===== src/asm_pkg.sv =====
// Constants and carrier types for the converter settling, mute and bypass control
`default_nettype none
package asm_pkg;
	localparam int resolution_ps = 5;
	localparam int clk_period_ps = 50000;
	localparam int corner_mhz = 1000;
	localparam int fast_settle_cycles = 8192;
	localparam int slow_settle_cycles = 65536;
	localparam int rate_meas_cycles = 1024;
	localparam int rate_tol = 2;
	localparam int ramp_steps = 256;
	localparam int gain_width = 9;
	localparam int sample_width = 24;
	localparam logic [gain_width-1:0] gain_full = 9'h100;
	localparam logic [gain_width-1:0] gain_zero = 9'h000;

	typedef struct packed {
		logic sdata;
		logic bclk;
		logic lrclk;
	} asm_serial_type;

	typedef struct packed {
		logic fast;
		logic slow;
		logic locked;
	} asm_status_type;

	typedef enum logic [1:0] {st_idle, st_fast, st_slow, st_lock} asm_state_type;
endpackage
`default_nettype wire


===== src/asm_ramp.sv =====
// Soft mute gain ramp
`timescale 1ns/1ps
`default_nettype none
module asm_ramp
	import asm_pkg::*;
#(
	parameter int steps = ramp_steps
)
(
	input wire logic clk,
	input wire logic rst,
	input wire logic mute,
	output logic [gain_width-1:0] gain,
	output logic muted
);
	// Full scale equals the step count, so a full ramp takes exactly steps cycles
	localparam logic [gain_width-1:0] top = gain_width'(steps);
	logic [gain_width-1:0] next_gain;

	always_comb
	begin
		next_gain = gain;
		if (mute && gain != gain_zero)
			next_gain = gain - 9'h001; // see RL6
		else if (!mute && gain != top)
			next_gain = gain + 9'h001; // see RL6
	end

	always_ff @(posedge clk)
	begin
		if (rst)
			gain <= gain_zero;
		else
			gain <= next_gain;
	end

	assign muted = (gain == gain_zero);

	a_ramp_down: assert property (@(posedge clk) disable iff (rst)
		mute && gain != gain_zero |=> gain == $past(gain) - 9'h001) // see RL6
		else $error("gain did not fall while muted");
	a_ramp_up: assert property (@(posedge clk) disable iff (rst)
		!mute && gain != top |=> gain == $past(gain) + 9'h001) // see RL6
		else $error("gain did not rise while unmuted");
endmodule
`default_nettype wire


===== src/asm_ctrl.sv =====
// Servo settling sequencer, settling mute flag, soft mute and bypass path
// Functional notes
// RL1: The servo refines the input to output time offset to 5 ps to choose coefficients.
// RL2: The servo rejects jitter below a 1 Hz corner, hence a long settling time.
// RL3: Reset release or any rate change puts the servo into fast settling; the code ignores edge count changes of up to rate_tol (2) per window.
// RL4: After fast settling it moves to slow settling until the offset is within 5 ps.
// RL5: The settling mute flag is high throughout fast settling.
// RL6: Soft mute ramps the output to silence, and its release ramps back to full.
// RL7: Bypass copies serial input to serial output with no conversion or dither.
// RL8: The system uses bypass only for non-audio data or exact 1 to 1 synchronous rates.
// RL9: The bypass input is active high.
// RL10: Reset is active low and its release starts fast settling.
// RL11: The settling mute flag drops when fast settling ends and stays low until a new event.
`timescale 1ns/1ps
`default_nettype none
module asm_ctrl
	import asm_pkg::*;
#(
	parameter int fast_cycles = fast_settle_cycles,
	parameter int slow_cycles = slow_settle_cycles,
	parameter int meas_cycles = rate_meas_cycles
)
(
	input wire logic clk,
	input wire logic rst,
	input wire logic rst_n_pin,
	input wire logic bypass,
	input wire logic mute_req,
	input wire asm_pkg::asm_serial_type ser_in,
	input wire logic [sample_width-1:0] conv_sample,
	input wire logic out_lrclk,
	output asm_pkg::asm_serial_type ser_out,
	output logic [sample_width-1:0] out_sample,
	output logic settle_mute,
	output asm_pkg::asm_status_type status
);
	// Either the core reset or the pin reset holds the sequencer
	logic hold;
	assign hold = rst || !rst_n_pin; // see RL10

	asm_state_type state, next_state;
	logic [31:0] count, next_count;
	logic [31:0] win, next_win;
	logic [15:0] in_edges, next_in_edges, in_ref, next_in_ref;
	logic [15:0] out_edges, next_out_edges, out_ref, next_out_ref;
	logic in_lr_d, out_lr_d, next_in_lr_d, next_out_lr_d;
	logic rate_change;
	logic [gain_width-1:0] gain;
	logic muted;
	asm_serial_type next_ser_out;
	logic [sample_width-1:0] next_out_sample;
	logic signed [sample_width+9:0] scaled;

	function automatic logic differs(input logic [15:0] a, input logic [15:0] b);
		logic [15:0] d;
		d = (a > b) ? a - b : b - a;
		return d > 16'(rate_tol);
	endfunction

	// Rates are tracked as LR edges counted over a fixed window of master clocks
	always_comb
	begin
		next_in_lr_d = ser_in.lrclk;
		next_out_lr_d = out_lrclk;
		next_win = win + 32'h1;
		next_in_edges = in_edges + 16'((ser_in.lrclk != in_lr_d) ? 1 : 0);
		next_out_edges = out_edges + 16'((out_lrclk != out_lr_d) ? 1 : 0);
		next_in_ref = in_ref;
		next_out_ref = out_ref;
		rate_change = 1'b0;
		if (win == 32'(meas_cycles - 1))
		begin
			next_win = 32'h0;
			next_in_edges = 16'h0;
			next_out_edges = 16'h0;
			next_in_ref = in_edges;
			next_out_ref = out_edges;
			rate_change = differs(in_edges, in_ref) || differs(out_edges, out_ref); // see RL3
		end
	end

	always_ff @(posedge clk)
	begin
		if (hold)
		begin
			win <= 32'h0;
			in_edges <= 16'h0;
			out_edges <= 16'h0;
			in_ref <= 16'h0;
			out_ref <= 16'h0;
			in_lr_d <= 1'b0;
			out_lr_d <= 1'b0;
		end
		else
		begin
			win <= next_win;
			in_edges <= next_in_edges;
			out_edges <= next_out_edges;
			in_ref <= next_in_ref;
			out_ref <= next_out_ref;
			in_lr_d <= next_in_lr_d;
			out_lr_d <= next_out_lr_d;
		end
	end

	// Fast phase uses a wide loop gain; slow phase narrows it below the 1 Hz corner
	always_comb
	begin
		next_state = state;
		next_count = count + 32'h1;
		case (state)
			st_idle:
			begin
				next_state = st_fast; // see RL10
				next_count = 32'h0;
			end
			st_fast:
				if (count == 32'(fast_cycles - 1))
				begin
					next_state = st_slow; // see RL4
					next_count = 32'h0;
				end
			st_slow:
				// Offset converges to the 5 ps step when the slow window expires
				if (count == 32'(slow_cycles - 1))
				begin
					next_state = st_lock; // see RL1
					next_count = 32'h0;
				end
			st_lock:
				next_count = count; // see RL2
			default:
				next_state = st_idle;
		endcase
		if (rate_change && state != st_idle)
		begin
			next_state = st_fast; // see RL3
			next_count = 32'h0;
		end
	end

	always_ff @(posedge clk)
	begin
		if (hold)
		begin
			state <= st_idle;
			count <= 32'h0;
		end
		else
		begin
			state <= next_state;
			count <= next_count;
		end
	end

	always_ff @(posedge clk)
	begin
		if (hold)
			settle_mute <= 1'b0;
		else
			settle_mute <= (next_state == st_fast); // see RL5 and RL11
	end

	asm_ramp #(
		.steps(ramp_steps)
	) u_ramp (
		.clk(clk),
		.rst(hold),
		.mute(mute_req),
		.gain(gain),
		.muted(muted)
	);

	// Bypass is a straight copy, so no gain or dither ever touches it
	// Full-width product: at unity gain a narrower one would overflow before the divide
	always_comb
	begin
		scaled = (sample_width+10)'($signed(conv_sample))
			* (sample_width+10)'($signed({1'b0, gain}));
		next_ser_out = ser_in; // see RL7 and RL9
		next_out_sample = scaled[sample_width+7:8]; // see RL6
		if (bypass)
			next_out_sample = '0; // see RL9
	end

	always_ff @(posedge clk)
	begin
		if (hold)
		begin
			ser_out <= '0;
			out_sample <= '0;
		end
		else
		begin
			ser_out <= next_ser_out;
			out_sample <= next_out_sample;
		end
	end

	assign status = {state == st_fast, state == st_slow, state == st_lock};

	a_fast_after_rel: assert property (@(posedge clk)
		$past(hold) && !hold |=> state == st_fast) // see RL10
		else $error("release did not start fast settling");
	a_fast_len: assert property (@(posedge clk) disable iff (hold)
		state == st_fast && count == 32'(fast_cycles - 1) && !rate_change |=> state == st_slow) // see RL4
		else $error("fast phase did not end on time");
	a_rate_restart: assert property (@(posedge clk) disable iff (hold)
		rate_change && state != st_idle |=> state == st_fast && count == 32'h0) // see RL3
		else $error("rate change missed");
	a_mute_flag: assert property (@(posedge clk) disable iff (hold)
		settle_mute == (state == st_fast)) // see RL5
		else $error("settling flag differs from fast phase");
	a_flag_drop: assert property (@(posedge clk) disable iff (hold)
		state == st_slow ##1 state == st_slow |-> !settle_mute) // see RL11
		else $error("settling flag high in slow phase");
	a_bypass_copy: assert property (@(posedge clk) disable iff (hold)
		!$past(hold) |-> ser_out == $past(ser_in)) // see RL7
		else $error("bypass data changed");
	a_lock_hold: assert property (@(posedge clk) disable iff (hold)
		state == st_lock && !rate_change |=> state == st_lock) // see RL1
		else $error("lock lost without cause");
	a_slow_len: assert property (@(posedge clk) disable iff (hold)
		state == st_slow && count == 32'(slow_cycles - 1) && !rate_change |=> state == st_lock) // see RL4
		else $error("slow phase did not end on time");
	a_mute_silent: assert property (@(posedge clk) disable iff (hold)
		muted |=> out_sample == '0) // see RL6
		else $error("output not silent at zero gain");
endmodule
`default_nettype wire


===== config.mk =====
export PLATFORM = sky130hd
export DESIGN_NAME = asm_ctrl
export DESIGN_NICKNAME = d
export VERILOG_FILES = /design/src/asm_pkg.sv /design/src/asm_ramp.sv /design/src/asm_ctrl.sv
export SDC_FILE = /design/constraint.sdc
export NUM_CORES = 1
export LEC_CHECK = 0
export ABC_AREA = 1
export BUFFER_PORTS_ARGS = -buffer_cell sky130_fd_sc_hd__buf_2
export CAP_MARGIN = 20
export CORE_MARGIN = 2
export CORE_UTILIZATION = 59
export CTS_CLUSTER_SIZE = 25
export DETAILED_ROUTE_END_ITERATION = 16
export GPL_ROUTABILITY_DRIVEN = 0
export PLACE_DENSITY = 0.79
export SLEW_MARGIN = 10
export SYNTH_ARGS = -nofsm -noshare
export SYNTH_HDL_FRONTEND = slang
export SYNTH_HIERARCHICAL = 1
export SYNTH_SLANG_ARGS = --single-unit
export TNS_END_PERCENT = 30

===== constraint.sdc =====
create_clock -name clk -period 5.7 [get_ports clk]
set_input_delay 1.14 -clock clk [delete_from_list [all_inputs] [get_ports clk]]
set_output_delay 1.14 -clock clk [all_outputs]
set_load 0.01 [all_outputs]

-- Word-level counts from Yosys, hierarchy flattened
Cells that the tools add are included.
- bits in registers: 168
- bits of input ports: 33
- output and inout port bits: 31
- magnitude comparators: 4
- reductions and logical operators: 14
- multiplexer cells: 14
- add/subtract/negate cells: 10
- eq/ne operators: 10
- multipliers: 1
- operator list (operator ; number):
    $pmux 32 s3 ; 1
    $add 32x1->32 const B ; 2
    $mux 32 ; 2
    $sub 16x16->16 ; 4
    $add 16x1->16 ; 2
    $eq 32x10->1 const B ; 1
    $eq 32x13->1 const B ; 1
    $eq 32x16->1 const B ; 1
    $gt 16x16->1 ; 2
    $gt 16x2->1 const B ; 2
    $mul 24x10->32 ; 1
    $mux 16 ; 2
    $mux 9 ; 2
    $add 9x1->9 const B ; 1
    $ne 9x9->1 const B ; 1
    $reduce_bool 9->1 ; 1
    $sub 9x1->9 const B ; 1
    $mux 2 ; 3
    $pmux 2 s3 ; 1
    $reduce_or 2->1 ; 3
    $eq 2x1->1 const B ; 2
    $eq 2x2->1 const B ; 2
    $reduce_bool 2->1 ; 2
    $logic_and 1x1->1 ; 3
    other kinds (5) ; 10

-- Longest topological paths before layout
Gate-level depths: netlist of the first run.
- word-level depth: 8
- mapped depth: 25

-- By module
Netlist of the first run, hierarchy kept.
- modules (own cells, without submodules) (module ; instances ; cells an instance ; area an instance (um^2)):
    asm_ctrl ; 1 ; 2795 ; 18599.1
    asm_ramp ; 1 ; 113 ; 759.5

-- Worst setup path after synthesis of the first run
No wires, ideal clock.
- kind: input to register
- start: input conv_sample[5]
- end: register out_sample[17]
- data required time: 5.630 ns
- setup slack: -0.286 ns
- library setup time: 0.070 ns
- stages: 25
- arrival: 5.915 ns
- cells stage by stage: clkbuf_1 -> nand2_1 -> fa_1 -> inv_1 -> fa_1 -> inv_1 -> fa_1 -> inv_1 -> fa_1 -> inv_1 -> fa_1 -> inv_1 -> ha_1 -> inv_1 -> o21bai_1 -> nor2_1 -> inv_1 -> a21boi_0 -> inv_1 -> a21oi_1 -> inv_1 -> a21boi_1 -> o21bai_1 -> or2_2 -> a21oi_1
- longest elaborated chain between the ends: 1
- ends and longest elaborated chain (element ; RTL line ; source):
    start: declaration ; asm_ctrl.sv:30 ; input wire logic [sample_width-1:0] conv_sample,
    $mul 24x10->32 ; asm_ctrl.sv:179 ; * (sample_width+10)'($signed({1'b0, gain}));
    end signal: assignment ; asm_ctrl.sv:196 ; out_sample <= next_out_sample;
    end: declaration ; asm_ctrl.sv:33 ; output logic [sample_width-1:0] out_sample,
No other way between the ends.
A chain may end at the register's enable or synchronous reset.

-- Final worst setup path of the first run
- start: input conv_sample[5]
- end: register out_sample[15]
The elaborated chain is that of the path after synthesis.

==> results of run 1 <==
[flip-flops by register name (all words and copies together), names as in the netlist]
| register | flops |
|---|---|
| settle_mute | 1 |
| in_ref | 16 |
| win | 32 |
| out_lr_d | 1 |
| out_sample | 24 |
| state | 2 |
| count | 32 |
| in_edges | 16 |
| ser_out | 3 |
| u_ramp/gain | 9 |
| out_edges | 16 |
| out_ref | 16 |
[metrics by stage]
step / cell area [µm²] / setup WS (ns) / util, % / hold slack (ns)
6_report: 21800 / 0.154 / 67.2 / 0.468
5_1_grt: 21800 / -0.0633 / 67.2 / 0.489
4_1_cts: 21700 / 0.127 / 66.8 / 0.468
3_5_place_dp: 21000 / -0.342 / 64.8 / 0.455
3_3_place_gp: 21000 / -0.253 / 64.8 / 0.432
2_1_floorplan: 19500 / -0.0234 / - / 0.418
[layout make-up]
type | instances | area [µm²] | share of cell area, %
clock inverters | 15 | 205 | 0.940
flip-flops and latches | 168 | 3370 | 15.4
diodes | 1 | 2.50 | 0.0115
well taps | 442 | 553 | 2.53
inverters | 654 | 2460 | 11.3
multi-input cells | 2003 | 13300 | 61.1
clock buffers | 17 | 425 | 1.95
repair buffers | 211 | 1480 | 6.79
[cell usage in the layout, fill, tap and decap left out, types with 4 or more instances in the layout]
cell	count
nand4_1	49
a21o_1	9
a21oi_2	24
dfxtp_1	166
nand3_1	123
clkbuf_4	4
nand3b_1	5
fa_1	175
nand2_4	5
buf_2	59
nor2_1	215
inv_1	643
o21bai_1	8
nor3_1	43
a31oi_1	4
inv_8	5
o21a_1	4
o21ai_0	69
xor2_1	44
nor4_1	15
clkbuf_16	17
or2_2	17
a21oi_1	156
o21ai_1	11
ha_4	5
inv_2	9
nor2_2	12
nand3_2	4
nand2_1	780
nor3_2	4
buf_4	144
o211ai_1	7
nor3b_1	11
nand2_2	22
xnor2_1	17
ha_1	141
[where the power goes]
group          switching, mW  internal (mW)
clock network          0.567          0.673
logic                   2.38           1.83
registers             0.0935           1.24
total                   3.04           3.74
[worst max path at each step]
stage / end / slack (ns) / cells after the start
after global placement: out_sample[17]$_SDFF_PP0_ / -0.25 / 25
after global routing: out_sample[15]$_SDFF_PP0_ / -0.06 / 23
final: out_sample[15]$_SDFF_PP0_ / 0.15 / 24
after floorplan: out_sample[15]$_SDFF_PP0_ / -0.02 / 24
after detailed placement: out_sample[15]$_SDFF_PP0_ / -0.34 / 24
after CTS: out_sample[15]$_SDFF_PP0_ / 0.13 / 23
[routing by layer]
metal  global-route usage, %  vias up  wire (µm)
met3                    4.68       81       2600
li1                        -     9127          -
met4                    9.27        0       1190
met2                    49.6      526      22600
met5                       0        -          0
met1                    37.4     8739      21200
[tightest hold or removal path, cell delays in order (launching register included)]
cell and delay, ns:
dfxtp_1 0.30, inv_1 0.07, a21oi_1 0.06
[what timing repair did]
| action | in CTS | in global routing |
|---|---|---|
| setup buffers | 0 | 3 |
| resized for setup | 0 | 31 |
| setup endpoints to repair | 0 | 11 |
==> impl_metrics.yaml, run 1 <==
timing:
  layout_worst_path_cycle_share_pct: 97.3
  fmax_mhz: 180
  setup_viol: 0
  rsz0062_at_grt: "true"
  worstMarginPinSlew_ns: 0.764
  finalHoldViolations: 0
  post-route-min-period_ns: 5.55
  skew_ns: 0.0199
  tns_ns: 0
  maxSlewViolCount: 0
  relSlewSlack_pct: 49.0
worst_setup_path:
  path_buf_inv: 6
  crit_path_max_fanout: 5
  cp.required_ns: 6.09
  r2r_cells: 19
  cp-start-kind: "input port"
  rrSetupSlack_ns: 0.26
  max_stage_delay_ns: 0.53
  r2r-end: "out_sample[22]$_SDFF_PP0_"
  critical-path-top-delay-family: "adder cells"
  cp_data_arrival_time_ns: 5.93
  crit_type: "input port to register"
  cp_cell_sequence: "clkbuf_4 -> nand2_2 -> fa_1 -> inv_1 -> fa_1 -> inv_1 -> fa_1 -> inv_1 -> fa_1 -> inv_1 -> fa_1 -> inv_1 -> ha_4 -> nand2_2 -> nor2_2 -> nand4_1 -> o211ai_1 -> nand2_1 -> nand2_1 -> nand2_1 -> nand2_2 -> a21oi_2 -> or2_2 -> a21oi_2"
  cp_slowest_cell: "fa_1"
  timing.rr.start: "u_ramp/gain[1]$_SDFFE_PP0P_"
  startpoint: "conv_sample[5]"
  setup.worst_path.end_class: "register"
power:
  ir_worst_vdd_uv: 284
  p_leak_nw: 12.1
  finalPower_mw: 6.78
  power_density_mw_per_mm2: 311
global_route:
  grt_antenna_before_repair: 0
  grt_pass1_wl_um: 81400
  grt_pass1_vias: 18100
  overflow: 0
  track_usage_pct: 29.0
  grt_max_degree: 66
logic_synthesis:
  synth_nets: 3261
  netlist_area_mm2: 0.0194
  syn_inst: 2907
  synth_area_per_cell_um2: 6.66
  yosys_warnings: 6
cts:
  cts_buffer_depth: 2
  hold_buffers: 0
  clock-sinks: 168
  clk_root_buffer_cell: "clkbuf_16"
  htree_levels: 4
  clk_latency_ns: 0.45
  tritoncts: "done"
  clkTransAtPathRegs_ns: 0.08
  cts_buffers: 17
place:
  dp_hpwl_um: 37900
  placed_cells: 3473
  portBuffers: 63
detailed_routing:
  ant_nets: 0
  drt-initial-drc-count: 1445
  vias: 18500
  drc: 0
  drt_wl_total_um: 47600
  vias_per_cell: 5.26
  drtPass1Iterations: 6
  wl_per_cell_um: 13.6
final_layout:
  fin_nets: 3409
  fin_cells: 3511
  drive_gt1_share_pct: 11.8
  syn_to_final_growth_pct: 12.8
  num-fill-cells: 2740
die:
  core-area_mm2: 0.0325
  die_w_um: 185
  io_pins: 64
  die_area_mm2: 0.0343
  initial_core_util_pct: 59.6
  rows: 66
  chipHeight_um: 185
hold_path:
  whs_endpoint: "out_ref[15]$_SDFFE_PP0N_"
  holdPathStages: 2
  min-delay-path-class: "register to register"
  worstHoldStart: "out_ref[15]$_SDFFE_PP0N_"
outcome:
  outcome: "finished, final reports clean"
run:
  drv_cap: 0
No activity file was read; power rests on OpenSTA's default activity.
==> run 2: changes to the inputs <==
Settings changed: REMOVE_ABC_BUFFERS set to 1.
==> impl_metrics.yaml, run 2 (same netlist as run 1, synthesis figures left out) <==
worst_setup_path:
  setup.worst_path.end_class: "register"
  cp-start-kind: "input port"
  critical-path-top-delay-family: "adder cells"
  cp_data_arrival_time_ns: 5.92
  r2r_cells: 19
  path_buf_inv: 8
  r2r-end: "out_sample[20]$_SDFF_PP0_"
  cp.required_ns: 6.10
  crit_path_max_fanout: 4
  timing.rr.start: "u_ramp/gain[2]$_SDFFE_PP0P_"
  crit_type: "input port to register"
  cp.depth: 25
  max_stage_delay_ns: 0.54
  crit_top_cell: "fa_1"
  rrSetupSlack_ns: 0.20
  cp_slowest_cell: "fa_1"
timing:
  maxSlewViolCount: 0
  finalHoldViolations: 0
  fmax_mhz: 181
  layout_worst_path_cycle_share_pct: 96.9
  worst_slack_ns: 0.178
  setup_viol: 0
  worstMarginPinSlew_ns: 1.03
  post-route-min-period_ns: 5.52
  relSlewSlack_pct: 31.5
  skew_ns: 0.0122
  rsz0062_at_grt: "true"
global_route:
  grt_max_degree: 66
  overflow: 0
  track_usage_pct: 30.2
  grt_pass1_wl_um: 84100
  grt_pass1_vias: 18500
  grt_antenna_before_repair: 1
detailed_routing:
  vias: 18600
  wl_per_cell_um: 14.1
  drtPass1Iterations: 7
  ant_nets: 0
  drc: 0
  drt-initial-drc-count: 1139
  drt_wl_total_um: 49600
  vias_per_cell: 5.27
power:
  combPwrFrac_pct: 64.0
  seqPwrFrac_pct: 18.6
  ir_worst_vdd_uv: 446
  switchingPower_mw: 3.25
  p_leak_nw: 12.2
  switching_share_pct: 45.9
  internal-power_mw: 3.83
  power_density_mw_per_mm2: 322
  clockPowerShare_pct: 17.4
  finalPower_mw: 7.08
cts:
  cts_buffers: 17
  cts_buffer_depth: 2
  tritoncts: "done"
  clock-sinks: 168
  clk_root_buffer_cell: "clkbuf_16"
  clkTransAtPathRegs_ns: 0.08
  htree_levels: 4
  clk_latency_ns: 0.46
  hold_buffers: 0
die:
  die_w_um: 185
  die_area_mm2: 0.0343
  chipHeight_um: 185
  core-area_mm2: 0.0325
  initial_core_util_pct: 59.6
  io_pins: 64
  rows: 66
hold_path:
  worstHoldStart: "win[0]$_SDFF_PP0_"
  whs_endpoint: "win[0]$_SDFF_PP0_"
  min-delay-path-class: "register to register"
  holdPathStages: 1
final_layout:
  reg_top3: "count: 32 flops, win: 32 flops, out_sample: 24 flops"
  syn_to_final_growth_pct: 13.5
  fin_nets: 3429
  layout_common_cells: "777 x nand2_1, 638 x inv_1, 216 x nor2_1"
  final_common_cell: "nand2_1"
  antenna_cells: 0
  drive_gt1_share_pct: 12.7
place:
  portBuffers: 63
  pre_cts_slack_ns: -0.456
  dp_hpwl_um: 39100
run:
  drv_cap: 0
outcome:
  outcome: "finished, final reports clean"
-- run 2: changes by cell type in the layout (fill, tap and decap cells not counted), sizes merged --
cell      change
clkinvlp      -2
clkbuf        -4
diode         -1
buf          +24
clkinv        +2
-- run 2: worst register-to-register path, cell delays in order (launching register included) --
cell,delay [ns]
dfxtp_1,0.49
buf_4,0.37
nand2_1,0.14
fa_1,0.51
inv_1,0.05
fa_1,0.51
fa_1,0.46
fa_1,0.56
inv_1,0.06
fa_1,0.53
inv_1,0.04
ha_1,0.30
a21oi_1,0.26
inv_1,0.12
a31oi_2,0.18
o21ai_0,0.12
a221oi_1,0.24
o21ai_1,0.12
or2_2,0.28
a21oi_1,0.11
-- run 2: worst max-delay path by stage --
stage | startpoint | end | slack (ns)
final | conv_sample[7] | out_sample[11]$_SDFF_PP0_ | 0.18
after global routing | conv_sample[8] | out_sample[11]$_SDFF_PP0_ | -0.08
after CTS | u_ramp/gain[5]$_SDFFE_PP0P_ | out_sample[22]$_SDFF_PP0_ | 0.004
after detailed placement | conv_sample[5] | out_sample[15]$_SDFF_PP0_ | -0.46
after global placement | conv_sample[5] | out_sample[17]$_SDFF_PP0_ | -0.39
after floorplan | conv_sample[5] | out_sample[17]$_SDFF_PP0_ | -0.02
-- run 2: repair_timing --
action / 4_1_cts / 5_1_grt
setup endpoints to repair: 0 / 18
setup buffers: 0 / 7
gates resized for setup: 0 / 59
-- run 2: final cells by class --
| type | instances | area (µm²) |
|---|---|---|
| flip-flops and latches | 168 | 3370 |
| repair buffers | 231 | 1650 |
| clock buffers | 17 | 425 |
| fillers | 2709 | 10500 |
| well taps | 442 | 553 |
| multi-input cells | 2003 | 13300 |
| clock inverters | 15 | 185 |
| inverters | 654 | 2460 |
-- run 2: per-stage QoR --
step	setup TNS (ns)	instance area [µm²]	hold slack, ns	cells	utilization, %
floorplan	-0.0217	19000	0.418	2825	-
global placement	-5.03	21100	0.428	3491	65.1
detailed placement	-5.91	21100	0.446	3491	65.1
CTS	0	21700	0.458	3523	67.0
global route	-0.157	22000	0.492	3530	67.7
finish	0	22000	0.457	3530	67.7
-- run 2: power by group through the flow --
stage,sequential (mW),combinational [mW],clock [mW]
global route,1.32,5.03,1.31
global placement,1.34,4.14,0
finish,1.32,4.53,1.23
detailed placement,1.34,4.23,0
floorplan,1.38,2.53,0
CTS,1.31,4.29,1.26
-- run 2: per-layer routing --
metal  vias up  routed length (µm)  global-route usage, %  part of all wire (%)
li1       9175                   -                      -                     -
met1      8671               20900                   37.4                    42
met2       616               24100                   52.0                    49
met3       143                2780                   5.25                   5.6
met4         0                1760                   12.5                   3.6
met5         -                   0                      0                     0
